$ cat src/include/l2edc_defs.vh
`ifndef L2EDC_DEFS_VH
`define L2EDC_DEFS_VH
// register offsets (byte addresses, one 32-bit word each)
`define L2EDC_OFS_STATUS 8'h04
`define L2EDC_OFS_COMMAND 8'h08
`define L2EDC_OFS_ADDRCAP 8'h0c
`define L2EDC_OFS_PEN0 8'h10
`define L2EDC_OFS_PEN1 8'h14
`define L2EDC_OFS_CORR_CNT 8'h18
`define L2EDC_OFS_UNCORR_CNT 8'h1c
// command bit positions
`define L2EDC_CMD_DMA_CLR 6
`define L2EDC_CMD_PROG_CLR 5
`define L2EDC_CMD_DATA_CLR 4
`define L2EDC_CMD_PAUSE 3
`define L2EDC_CMD_DIS 2
`define L2EDC_CMD_EN 0
// status field positions
`define L2EDC_ST_DMA 6
`define L2EDC_ST_PROG 5
`define L2EDC_ST_DATA 4
`define L2EDC_ST_PAUSE 3
`define L2EDC_ST_DIS 2
`define L2EDC_ST_EN 0
`define L2EDC_ST_TYPE_LO 8
`define L2EDC_ST_POS_LO 16
// error type codes
`define L2EDC_TYPE_SINGLE 2'h0
`define L2EDC_TYPE_DOUBLE 2'h1
`define L2EDC_TYPE_PARITY 2'h3
// logic state codes
`define L2EDC_STATE_DIS 2'h0
`define L2EDC_STATE_EN 2'h1
`define L2EDC_STATE_PAUSE 2'h2
// reset values
`define L2EDC_PEN_RESET 32'h0000_0000
`define L2EDC_CNT_RESET 8'h00
`endif

$ cat src/rtl/l2edc_ctrl.v
// Strobed register access and the placing of the registers were left to the implementer.
`timescale 1ns/10ps
`include "l2edc_defs.vh"

////////////////////////////////////////////////////////////////////////////////
// Behaviour
// - bit 6 clears dma flag and address
// - bit 5 clears program flag and address
// - bit 4 clears data flag and address
// - bits 3/2/0 pause, disable, enable
// - several clear bits act together
// - several state bits act as disable
// - address capture holds address bits 31-5
// - bits 4-3 hold way, zero for ram
// - bit 0 marks ram; bits 2-1 zero
// - clear page bit suppresses all checking
// - enabled page checked only when enabled
// - disabled page: no parity, exception, count
// - two 8-bit error counters
// - counters count while capture is pending
// - corrected and uncorrectable exception outputs
// - one exception outstanding, capture held
// - uncorrectable overrides pending correctable capture
// - same cycle: uncorrectable, then data side
// - emulation writes make parity, narrow invalid
// - emulation reads bypass detection entirely
// - single-bit errors leave correction information, except from data level-one
// - status state and source bits
// - status type code and bit position
module l2edc_ctrl
(
  input wire ref_clk_in, // memory controller clock
  input wire rst_n_in, // async reset, active low
  // register port
  input wire [7:0] reg_addr_in,
  input wire [31:0] reg_wdata_in,
  input wire reg_wr_in,
  input wire reg_rd_in,
  output reg [31:0] reg_rdata_out,
  // data side port error report
  input wire dside_err_in, // error detected this cycle
  input wire dside_uncorr_in, // error not correctable
  input wire dside_emu_in, // access is an emulation read
  input wire dside_l1_in, // access came from data level-one
  input wire dside_dma_in, // access is a dma read
  input wire [31:0] dside_addr_in,
  input wire [1:0] dside_way_in,
  input wire dside_ram_in, // 1 = ram section, 0 = cache
  input wire [1:0] dside_type_in,
  input wire [7:0] dside_pos_in,
  // program side port error report
  input wire pside_err_in,
  input wire pside_uncorr_in,
  input wire pside_emu_in,
  input wire pside_dma_in,
  input wire [31:0] pside_addr_in,
  input wire [1:0] pside_way_in,
  input wire pside_ram_in,
  input wire [1:0] pside_type_in,
  input wire [7:0] pside_pos_in,
  // write path qualification for parity generation
  input wire wr_req_in, // memory write this cycle
  input wire [31:0] wr_addr_in,
  input wire wr_full_in, // write covers whole 256-bit word
  output reg par_gen_out, // store computed parity
  output reg par_valid_out, // parity valid bit to store
  // exceptions to the interrupt selector
  output reg corrected_error_exception_out,
  output reg uncorrectable_error_exception_out
);

////////////////////////////////////////////////////////////////////////////////
// state and registers
reg [1:0] state_ff; // logic state: disabled, enabled, paused
reg [1:0] nxt_state;
reg [31:0] pen0_ff; // page check bits, region 0
reg [31:0] pen1_ff; // page check bits, region 1
reg [7:0] corr_cnt_ff; // correctable error count
reg [7:0] uncorr_cnt_ff; // uncorrectable error count
reg dma_flag_ff; // dma_side_error_flag
reg prog_flag_ff; // program_side_error_flag
reg data_flag_ff; // data_side_error_flag
reg pend_uncorr_ff; // captured error is uncorrectable
reg [1:0] type_ff; // error_type_code
reg [7:0] pos_ff; // failing_bit_position
reg [26:0] cap_addr_ff; // captured address bits 31-5
reg [1:0] cap_way_ff; // failing_cache_way
reg cap_ram_ff; // ram section flag
reg [31:0] nxt_rdata;

////////////////////////////////////////////////////////////////////////////////
// page lookup: 64 pages, address bits pick the page
// limitation: page size fixed by address bits 20-15; change here if
// the memory is mapped differently
function page_on;
  input [31:0] addr;
  input [31:0] p0;
  input [31:0] p1;
  reg [5:0] idx;
  begin
    idx = addr[20:15];
    page_on = idx[5] ? p1[idx[4:0]] : p0[idx[4:0]];
  end
endfunction

// qualified errors: page gate and emulation bypass
wire checking = (state_ff == `L2EDC_STATE_EN);
wire d_page = page_on(dside_addr_in, pen0_ff, pen1_ff);
wire p_page = page_on(pside_addr_in, pen0_ff, pen1_ff);
wire d_err = dside_err_in & checking & d_page & ~dside_emu_in;
wire p_err = pside_err_in & checking & p_page & ~pside_emu_in;
wire d_unc = d_err & dside_uncorr_in;
wire p_unc = p_err & pside_uncorr_in;
wire d_cor = d_err & ~dside_uncorr_in;
wire p_cor = p_err & ~pside_uncorr_in;

////////////////////////////////////////////////////////////////////////////////
// arbitration: uncorrectable first, data side over program side
reg sel_valid; // an error wins this cycle
reg sel_unc;
reg sel_data; // winner is data side
always @*
begin
  sel_valid = 1'b0;
  sel_unc = 1'b0;
  sel_data = 1'b0;
  if (d_unc)
  begin
    sel_valid = 1'b1;
    sel_unc = 1'b1;
    sel_data = 1'b1;
  end
  else if (p_unc)
  begin
    sel_valid = 1'b1;
    sel_unc = 1'b1;
  end
  else if (d_cor)
  begin
    sel_valid = 1'b1;
    sel_data = 1'b1;
  end
  else if (p_cor)
  begin
    sel_valid = 1'b1;
  end
end

// command decode
wire cmd_wr = reg_wr_in & (reg_addr_in == `L2EDC_OFS_COMMAND);
wire clr_dma = cmd_wr & reg_wdata_in[`L2EDC_CMD_DMA_CLR];
wire clr_prog = cmd_wr & reg_wdata_in[`L2EDC_CMD_PROG_CLR];
wire clr_data = cmd_wr & reg_wdata_in[`L2EDC_CMD_DATA_CLR];
wire any_clr = clr_dma | clr_prog | clr_data;
wire pending = dma_flag_ff | prog_flag_ff | data_flag_ff;
// capture when nothing pending, or uncorrectable over correctable
wire capture = sel_valid & (~pending | (sel_unc & ~pend_uncorr_ff));
// flags left standing after this cycle's clears
wire dma_left = dma_flag_ff & ~clr_dma;
wire prog_left = prog_flag_ff & ~clr_prog;
wire data_left = data_flag_ff & ~clr_data;

////////////////////////////////////////////////////////////////////////////////
// state machine for the global logic state
always @*
begin
  nxt_state = state_ff;
  if (cmd_wr)
  begin
    case ({reg_wdata_in[`L2EDC_CMD_PAUSE], reg_wdata_in[`L2EDC_CMD_DIS], reg_wdata_in[`L2EDC_CMD_EN]})
      3'b000: nxt_state = state_ff; // no state change
      3'b100: nxt_state = `L2EDC_STATE_PAUSE;
      3'b010: nxt_state = `L2EDC_STATE_DIS;
      3'b001: nxt_state = `L2EDC_STATE_EN;
      default: nxt_state = `L2EDC_STATE_DIS;
    endcase
  end
end

always @(posedge ref_clk_in or negedge rst_n_in)
begin
  if (!rst_n_in)
    state_ff <= `L2EDC_STATE_EN; // status resets with enable set
  else
    state_ff <= nxt_state;
end

////////////////////////////////////////////////////////////////////////////////
// page enable registers
always @(posedge ref_clk_in or negedge rst_n_in)
begin
  if (!rst_n_in)
  begin
    pen0_ff <= `L2EDC_PEN_RESET;
    pen1_ff <= `L2EDC_PEN_RESET;
  end
  else
  begin
    if (reg_wr_in && reg_addr_in == `L2EDC_OFS_PEN0)
      pen0_ff <= reg_wdata_in;
    if (reg_wr_in && reg_addr_in == `L2EDC_OFS_PEN1)
      pen1_ff <= reg_wdata_in;
  end
end

////////////////////////////////////////////////////////////////////////////////
// event counters: every qualified error counts, pending or not
// wrap at 255 back to zero; no saturation requested
always @(posedge ref_clk_in or negedge rst_n_in)
begin
  if (!rst_n_in)
  begin
    corr_cnt_ff <= `L2EDC_CNT_RESET;
    uncorr_cnt_ff <= `L2EDC_CNT_RESET;
  end
  else
  begin
    corr_cnt_ff <= corr_cnt_ff + {7'h00, d_cor} + {7'h00, p_cor};
    uncorr_cnt_ff <= uncorr_cnt_ff + {7'h00, d_unc} + {7'h00, p_unc};
  end
end

////////////////////////////////////////////////////////////////////////////////
// error flags and capture; a new capture beats a same-cycle clear
always @(posedge ref_clk_in or negedge rst_n_in)
begin
  if (!rst_n_in)
  begin
    dma_flag_ff <= 1'b0;
    prog_flag_ff <= 1'b0;
    data_flag_ff <= 1'b0;
    pend_uncorr_ff <= 1'b0;
    type_ff <= 2'h0;
    pos_ff <= 8'h00;
    cap_addr_ff <= 27'h0;
    cap_way_ff <= 2'h0;
    cap_ram_ff <= 1'b0;
  end
  else if (capture)
  begin
    // overwrite replaces the source, so only one source flag stands
    dma_flag_ff <= sel_data ? dside_dma_in : pside_dma_in;
    prog_flag_ff <= ~sel_data & ~pside_dma_in;
    data_flag_ff <= sel_data & ~dside_dma_in;
    pend_uncorr_ff <= sel_unc;
    type_ff <= sel_data ? dside_type_in : pside_type_in;
    // data level-one errors of every type carry no usable position
    pos_ff <= (sel_data & dside_l1_in) ? 8'h00 : (sel_data ? dside_pos_in : pside_pos_in);
    cap_addr_ff <= sel_data ? dside_addr_in[31:5] : pside_addr_in[31:5];
    cap_ram_ff <= sel_data ? dside_ram_in : pside_ram_in;
    if (sel_data ? dside_ram_in : pside_ram_in)
      cap_way_ff <= 2'h0;
    else
      cap_way_ff <= sel_data ? dside_way_in : pside_way_in;
  end
  else
  begin
    dma_flag_ff <= dma_left;
    prog_flag_ff <= prog_left;
    data_flag_ff <= data_left;
    if (any_clr)
    begin
      // address capture and detail cleared with any source clear
      cap_addr_ff <= 27'h0;
      cap_way_ff <= 2'h0;
      cap_ram_ff <= 1'b0;
      type_ff <= 2'h0;
      pos_ff <= 8'h00;
      if (!(dma_left | prog_left | data_left))
        pend_uncorr_ff <= 1'b0;
    end
  end
end

////////////////////////////////////////////////////////////////////////////////
// exceptions: one-cycle pulse on each accepted capture
always @(posedge ref_clk_in or negedge rst_n_in)
begin
  if (!rst_n_in)
  begin
    corrected_error_exception_out <= 1'b0;
    uncorrectable_error_exception_out <= 1'b0;
  end
  else
  begin
    corrected_error_exception_out <= capture & ~sel_unc;
    uncorrectable_error_exception_out <= capture & sel_unc;
  end
end

////////////////////////////////////////////////////////////////////////////////
// parity generation qualifier for writes, emulation writes included
// pause stops generation as well as checking; disabled pages never touch parity
wire gen_ok = wr_req_in & checking & page_on(wr_addr_in, pen0_ff, pen1_ff);
always @(posedge ref_clk_in or negedge rst_n_in)
begin
  if (!rst_n_in)
  begin
    par_gen_out <= 1'b0;
    par_valid_out <= 1'b0;
  end
  else
  begin
    par_gen_out <= gen_ok;
    par_valid_out <= gen_ok & wr_full_in;
  end
end

////////////////////////////////////////////////////////////////////////////////
// read mux; data stands one cycle after the read strobe
always @*
begin
  nxt_rdata = 32'h0000_0000;
  if (reg_rd_in)
  begin
    case (reg_addr_in)
      `L2EDC_OFS_STATUS:
      begin
        nxt_rdata[`L2EDC_ST_POS_LO+7:`L2EDC_ST_POS_LO] = pos_ff;
        nxt_rdata[`L2EDC_ST_TYPE_LO+1:`L2EDC_ST_TYPE_LO] = type_ff;
        nxt_rdata[`L2EDC_ST_DMA] = dma_flag_ff;
        nxt_rdata[`L2EDC_ST_PROG] = prog_flag_ff;
        nxt_rdata[`L2EDC_ST_DATA] = data_flag_ff;
        nxt_rdata[`L2EDC_ST_PAUSE] = (state_ff == `L2EDC_STATE_PAUSE);
        nxt_rdata[`L2EDC_ST_DIS] = (state_ff == `L2EDC_STATE_DIS);
        nxt_rdata[`L2EDC_ST_EN] = (state_ff == `L2EDC_STATE_EN);
      end
      `L2EDC_OFS_COMMAND: nxt_rdata = 32'h0000_0000;
      `L2EDC_OFS_ADDRCAP: nxt_rdata = {cap_addr_ff, cap_way_ff, 2'h0, cap_ram_ff};
      `L2EDC_OFS_PEN0: nxt_rdata = pen0_ff;
      `L2EDC_OFS_PEN1: nxt_rdata = pen1_ff;
      `L2EDC_OFS_CORR_CNT: nxt_rdata = {24'h000000, corr_cnt_ff};
      `L2EDC_OFS_UNCORR_CNT: nxt_rdata = {24'h000000, uncorr_cnt_ff};
      default: nxt_rdata = 32'h0000_0000; // unmapped reads zero
    endcase
  end
end

always @(posedge ref_clk_in or negedge rst_n_in)
begin
  if (!rst_n_in)
    reg_rdata_out <= 32'h0000_0000;
  else
    reg_rdata_out <= nxt_rdata;
end

endmodule // l2edc_ctrl

$ cat config.mk
export PLATFORM = sky130hd
export DESIGN_NAME = l2edc_ctrl
export DESIGN_NICKNAME = d
export VERILOG_FILES = /design/src/rtl/l2edc_ctrl.v
export VERILOG_INCLUDE_DIRS = /design/src /design/src/include
export SDC_FILE = /design/constraint.sdc
export NUM_CORES = 1
export LEC_CHECK = 0
export BUFFER_PORTS_ARGS = -buffer_cell sky130_fd_sc_hd__buf_2
export CAP_MARGIN = 40
export CORE_UTILIZATION = 42
export CTS_CLUSTER_SIZE = 25
export DETAILED_ROUTE_END_ITERATION = 8
export GPL_ROUTABILITY_DRIVEN = 0
export SETUP_SLACK_MARGIN = 0.15
export SLEW_MARGIN = 10
export SYNTH_ARGS = -nofsm -noshare
export SYNTH_HDL_FRONTEND = slang
export SYNTH_SLANG_ARGS = --single-unit
$ cat constraint.sdc
create_clock -name ref_clk_in -period 3.65 [get_ports ref_clk_in]
set_input_delay 0.1825 -clock ref_clk_in [delete_from_list [all_inputs] [get_ports ref_clk_in]]
set_output_delay 0.1825 -clock ref_clk_in [all_outputs]
set_load 0.005 [all_outputs]
# Word level (Yosys, flattened, before mapping)
# Index checks and enable logic that the tools add are counted.
totals:
  regBits: 162
  in_bits: 177
  out_inout_bits: 36
  elab_cells: 150
classes:
  add_sub_neg: 4
  order_cmp: 3
  n_eq_ne: 12
  n_mux: 57
  n_bitwise: 48
  reduce_logical: 7
op_table:
  columns: ["op", "n"]
  rows:
  - ["27-bit 2-to-1 mux", 3]
  - ["8-bit by 1-bit adder with 8-bit output", 4]
  - ["8-bit by 5-bit equality test with 1-bit output (second input constant)", 4]
  - ["32-bit 2-to-1 mux", 1]
  - ["8-bit 2-to-1 mux", 4]
  - ["8-bit one-hot mux with 4 select lines", 1]
  - ["1-bit binary-select mux with 5-bit select", 6]
  - ["5-bit one-hot mux with 6 select lines", 1]
  - ["1-bit 2-to-1 mux", 28]
  - ["1-bit bitwise AND", 27]
  - ["8-bit one-hot mux with 3 select lines", 1]
  - ["5-bit by 6-bit < comparator with 1-bit output (second input constant)", 3]
  - ["6-bit one-hot mux with 3 select lines", 1]
  - ["8-bit by 4-bit equality test with 1-bit output (second input constant)", 2]
  - ["1-bit inverter", 14]
  - ["2-bit 2-to-1 mux", 6]
  - ["8-bit by 3-bit equality test with 1-bit output (second input constant)", 1]
  - ["2-bit one-hot mux with 4 select lines", 1]
  - ["1-bit OR", 7]
  - ["1-bit one-hot mux with 6 select lines", 1]
  - ["2-bit one-hot mux with 3 select lines", 1]
  - ["1-bit one-hot mux with 5 select lines", 1]
  - ["1-bit one-hot mux with 4 select lines", 1]
  - ["2-bit AND reduction", 2]
  - ["other kinds (9)", 10]

# Longest topological paths before layout
depth:
  depth_word: 13
  ltp_mapped: 14
  depth_no_buf: 12

# Worst setup path before layout
# OpenSTA, ideal clock, no wires.
synth_timing:
  kind: "input -> register"
  from: "input pside_addr_in[15]"
  to: "register corr_cnt_ff[4]"
  setup_ns: 0.123
  arrival_time_ns: 2.623
  required_time_ns: 3.527
  path_slack_ns: 0.905
  path_stages: 14
  n_path_buf: 2
  path_cell_list: "buf_6 > buf_12 > mux4_1 > mux2i_1 > a221oi_1 > a22oi_1 > nor2_1 > ha_1 > inv_1 > a211oi_2 > or2_2 > ha_1 > nand3_1 > xnor2_1"
synth_via:
  elab_chain_cells: 7
  word_cells_on_any_way: 9
  cone_classes: "1 x add/sub; 5 x mux; 3 x bitwise"
synth_lines:
  columns: ["item", "line_no", "rtl"]
  rows:
  - ["start: declaration", "l2edc_ctrl.v:56", "input wire [31:0] pside_addr_in,"]
  - ["1-bit binary-select mux with 5-bit select", "l2edc_ctrl.v:102", "page_on = idx[5] ? p1[idx[4:0]] : p0[idx[4:0]];"]
  - ["1-bit 2-to-1 mux (not written as such)", "l2edc_ctrl.v:102", null]
  - ["1-bit 2-to-1 mux *", "l2edc_ctrl.v:102", null]
  - ["1-bit bitwise AND * (2 in a row)", "l2edc_ctrl.v:111", "wire p_err = pside_err_in & checking & p_page & ~pside_emu_in;"]
  - ["1-bit bitwise AND *", "l2edc_ctrl.v:115", "wire p_cor = p_err & ~pside_uncorr_in;"]
  - ["8-bit by 1-bit adder with 8-bit output *", "l2edc_ctrl.v:218", "corr_cnt_ff <= corr_cnt_ff + {7'h00, d_cor} + {7'h00, p_cor};"]
  - ["end signal: assignment", "l2edc_ctrl.v:213", "corr_cnt_ff <= `L2EDC_CNT_RESET;"]
  - ["end signal: assignment", "l2edc_ctrl.v:218", null]
  - ["end: declaration", "l2edc_ctrl.v:78", "reg [7:0] corr_cnt_ff;"]
# Every way passes the cells marked *; elsewhere a longest branch is shown, timed or not. The select of a mux whose other input is x is not followed.
# A chain may end at the register's enable or synchronous reset.

# Worst setup path in the final report
layout_timing:
  from: "register pen0_ff[2]"
  to: "register corr_cnt_ff[4]"
layout_via:
  elab_chain_cells: 8
  word_cells_on_any_way: 14
  cone_classes: "2 x add/sub; 6 x mux; 6 x bitwise"
layout_lines:
  columns: ["item", "line_no", "rtl"]
  rows:
  - ["start: declaration", "l2edc_ctrl.v:76", "reg [31:0] pen0_ff;"]
  - ["start signal: assignment", "l2edc_ctrl.v:194", "pen0_ff <= `L2EDC_PEN_RESET;"]
  - ["start signal: assignment", "l2edc_ctrl.v:200", "pen0_ff <= reg_wdata_in;"]
  - ["1-bit binary-select mux with 5-bit select", "l2edc_ctrl.v:102", null]
  - ["1-bit 2-to-1 mux (not written as such)", "l2edc_ctrl.v:102", null]
  - ["1-bit 2-to-1 mux", "l2edc_ctrl.v:102", null]
  - ["1-bit bitwise AND (2 in a row)", "l2edc_ctrl.v:110", "wire d_err = dside_err_in & checking & d_page & ~dside_emu_in;"]
  - ["1-bit bitwise AND", "l2edc_ctrl.v:114", "wire d_cor = d_err & ~dside_uncorr_in;"]
  - ["8-bit by 1-bit adder with 8-bit output", "l2edc_ctrl.v:218", null]
  - ["8-bit by 1-bit adder with 8-bit output *", "l2edc_ctrl.v:218", null]
# Marks and branches as above.

==> impl_metrics.csv <==
group,metric,value,unit
synthesis,ys_seq_elements,162,
timing,slew_violations,0,
floorplanning,fp.coreArea,21800,um2
drt,drtAntennaViolNets,0,
hold_path,hold_depth,2,
drt,vias_per_cell,5.77,
worst_setup_path,crit_arrival,3420,ps
hold_path,hp-start,"reg_wdata_in[12]",
cts,cts_buffer_depth,2,
cts,clk_latency,430,ps
synthesis,yosys-top-cells-area,"dfrtp_1 (43%), mux2i_1 (10%), mux2_2 (10%)",
worst_setup_path,critPathMaxFanout,5,
timing,setup_viol,0,
global_route,global_route.usage.total,0.242,
worst_setup_path,path_delay_family,"multiplexers",
hold_path,hold_path_class,"input pin to flop",
worst_setup_path,cp-end-kind,"flop",
layout,synthToLayoutAreaGrowth,21.1,%
timing,fin_skew,7.58,ps
timing,worst_pin_slew,776,ps
cts,clkTransAtPathRegs,60,ps
drt,wl,26200,um
timing,finalHoldViolCount,0,
global_route,grt_max_degree,82,
synthesis,synthArstFlopShare,1.00,
floorplanning,fp.dieW,151,um
layout,fin_nets,1083,
worst_setup_path,crit_top_cell,"ha_1",
timing,min_period,3110,ps
synthesis,postSynthAreaPerCell,13.1,um2
status,run_status,"finished clean",
synthesis,ys_types,61,
worst_setup_path,required,3960,ps
drt,drcViolationCount,0,
synthesis,synth_flop_cell,"dfrtp_1",
timing,max_freq,322,MHz
synthesis,synth_edf_count,0,
drt,vias,6901,
cts,cts-root-buf,"clkbuf_16",
drt,initialDrtViolationCount,588,
worst_setup_path,crit_chain,"mux4_1 > mux2i_1 > a221oi_1 > a22oi_1 > nor2_1 > ha_1 > inv_1 > a211oi_2 > or2_2 > ha_1 > nand3_1 > xnor2_1",
timing,slew_headroom,0.483,
synthesis,ys_seq_area_frac,0.434,
timing,setup_slack,540,ps
timing,fin_tns_setup,0,ps
place,port_buffers,176,
global_route,grt_pass1_vias,6916,
layout,fillCellCount,1950,
worst_setup_path,worst_r2r_endpoint,"corr_cnt_ff[4]",
worst_setup_path,cp-start-kind,"flop",
synthesis,synth_top_area_frac,0.431,
synthesis,yosysWarnings,0,
timing,rsz0062_at_grt,"no",
drt,wire_per_inst,21.9,um
worst_setup_path,ff2ff_path_depth,12,
synthesis,synth_top_area_cell,"dfrtp_1",
worst_setup_path,slowest_delay,540,ps
synthesis,syn_nets,893,
worst_setup_path,critical_path_class,"flop to flop",
worst_setup_path,critPathBufInv,1,
cts,cts_setup_buffers,0,
floorplanning,die-height,151,um
worst_setup_path,worst_path_max_delay_cell,"mux4_1",
hold_path,min_to,"pen1_ff[12]",
layout,drive_above_1_share,0.397,
power_and_ir_drop,p_per_area,397,nW/um2
floorplanning,ioPinCount,213,
floorplanning,die-area,22800,um2
power_and_ir_drop,total_leakage_power,5.60,nW
flow_run,maxCapViolations,0,
global_route,grt_pass1_wl,40400,um
place,dpl.hpwl,19100,um
worst_setup_path,r2r_slack,540,ps
timing,fin_crit_sh,0.852,
cts,numCtsBuffers,17,
cts,cts_tree,"yes",
floorplanning,start_util,0.428,
global_route,antenna_found_initial,1,
global_route,grt-ovfl-total,0,
drt,firstDrtPassIters,7,
cts,cts_sinks,162,
floorplanning,rows,54,
place,dp_slack,437,ps
synthesis,synth_cells,712,
synthesis,syn_area,9340,um2
cts,ctsHtreeMaxLevel,4,
worst_setup_path,rr_startpoint,"pen0_ff[2]",
power_and_ir_drop,vdd_drop_max,0.248,mV
sequential cells by signal (all words and copies together), names as in the netlist, 2 cells and up:
signal         cells
pen0_ff           32
pen1_ff           32
reg_rdata_out     32
cap_addr_ff       27
corr_cnt_ff        8
pos_ff             8
uncorr_cnt_ff      8
cap_way_ff         2
state_ff           2
type_ff            2
area by class of cell:
cell class	instances	area (um2)	share of cell area
Multi-Input combinational cell	494	4940	0.437
Sequential cell	162	4060	0.358
Timing Repair Buffer	220	1310	0.116
Clock buffer	20	447	0.0395
Tap cell	280	350	0.0310
Clock inverter	12	180	0.0159
Inverter	7	26.3	0.00232
Antenna cell	1	2.50	0.000221
cell usage in the layout (no fill, tap or decap), drive strengths merged, types with 4 or more instances in the layout:
cell,n
buf,202
dfrtp,161
mux2i,98
mux2,83
mux4,53
nand2,49
nor2,40
a222oi,25
clkbuf,20
nor2b,18
dlygate4sd3,18
xnor2,10
a21oi,10
and2,8
o22ai,8
inv,8
nand3,6
nand3b,6
a221oi,6
a22oi,6
o211ai,6
nor3,5
and4,5
clkinv,5
nor4,4
a21boi,4
bufinv,4
o21ai,4
repair_timing:
item / in CTS / in global routing
gates resized for setup: 0 / 0
hold endpoints to repair: 107 / 0
hold buffers: 18 / 0
cell usage after synthesis, drive strengths merged, types with 6 or more instances:
cell type    n
o211ai       6
a221oi       6
dfrtp      161
inv          7
buf         26
nor2        40
a22oi        6
a222oi      25
clkbuf      23
a21oi       10
mux4        53
mux2i       98
xnor2       10
nand3        6
o22ai        8
nand3b       6
mux2        83
nand2       49
nor2b       18
and2         8
metal layers:
layer | up-vias | wire, um | share of wire | global-route usage
li1 | 3145 | - | - | -
met1 | 3392 | 11400 | 0.43 | 0.333
met2 | 326 | 12000 | 0.46 | 0.370
met3 | 38 | 2030 | 0.077 | 0.0530
met4 | 0 | 766 | 0.029 | 0.0955
met5 | - | 0 | 0 | 0
kinds of logic after synthesis:
logic type,synth area share
adder cells (fa/ha/maj),0.00616
AO/OA/AOI/OAI,0.0775
AND/OR/NAND/NOR,0.0889
multiplexers,0.342
flip-flops,0.434
XOR/XNOR,0.0122
buffers and inverters,0.0391
stage by stage:
stage | instances | hold WS (ps) | utilization | total power, mW | cell area (um2)
2_1_floorplan | 712 | -113 | - | 2.33 | 9340
3_3_place_gp | 1144 | 280 | 0.481 | 2.58 | 10500
3_5_place_dp | 1144 | 285 | 0.481 | 2.58 | 10500
4_1_cts | 1194 | 0.0567 | 0.518 | 4.52 | 11300
5_1_grt | 1196 | 10.6 | 0.518 | 4.65 | 11300
6_report | 1196 | 9.00 | 0.518 | 4.49 | 11300
worst max-delay path by stage:
| stage | depth (start not counted) | endpoint | from |
|---|---|---|---|
| 4_1_cts | 12 | corr_cnt_ff[4] | pen1_ff[9] |
| 2_1_floorplan | 14 | corr_cnt_ff[4] | pside_addr_in[15] |
| 3_5_place_dp | 13 | uncorr_cnt_ff[6] | dside_addr_in[15] |
| 5_1_grt | 12 | corr_cnt_ff[4] | pen1_ff[8] |
| 3_3_place_gp | 13 | uncorr_cnt_ff[6] | dside_addr_in[15] |
| 6_report | 12 | corr_cnt_ff[4] | pen0_ff[2] |
where the power goes:
part | total, mW | switching, mW | internal, mW
Combinational | 0.550 | 0.274 | 0.277
Sequential | 2.02 | 0.110 | 1.91
Clock | 1.92 | 0.755 | 1.17
Total | 4.49 | 1.14 | 3.35
Note: power is estimated with default switching activity, not from simulation.
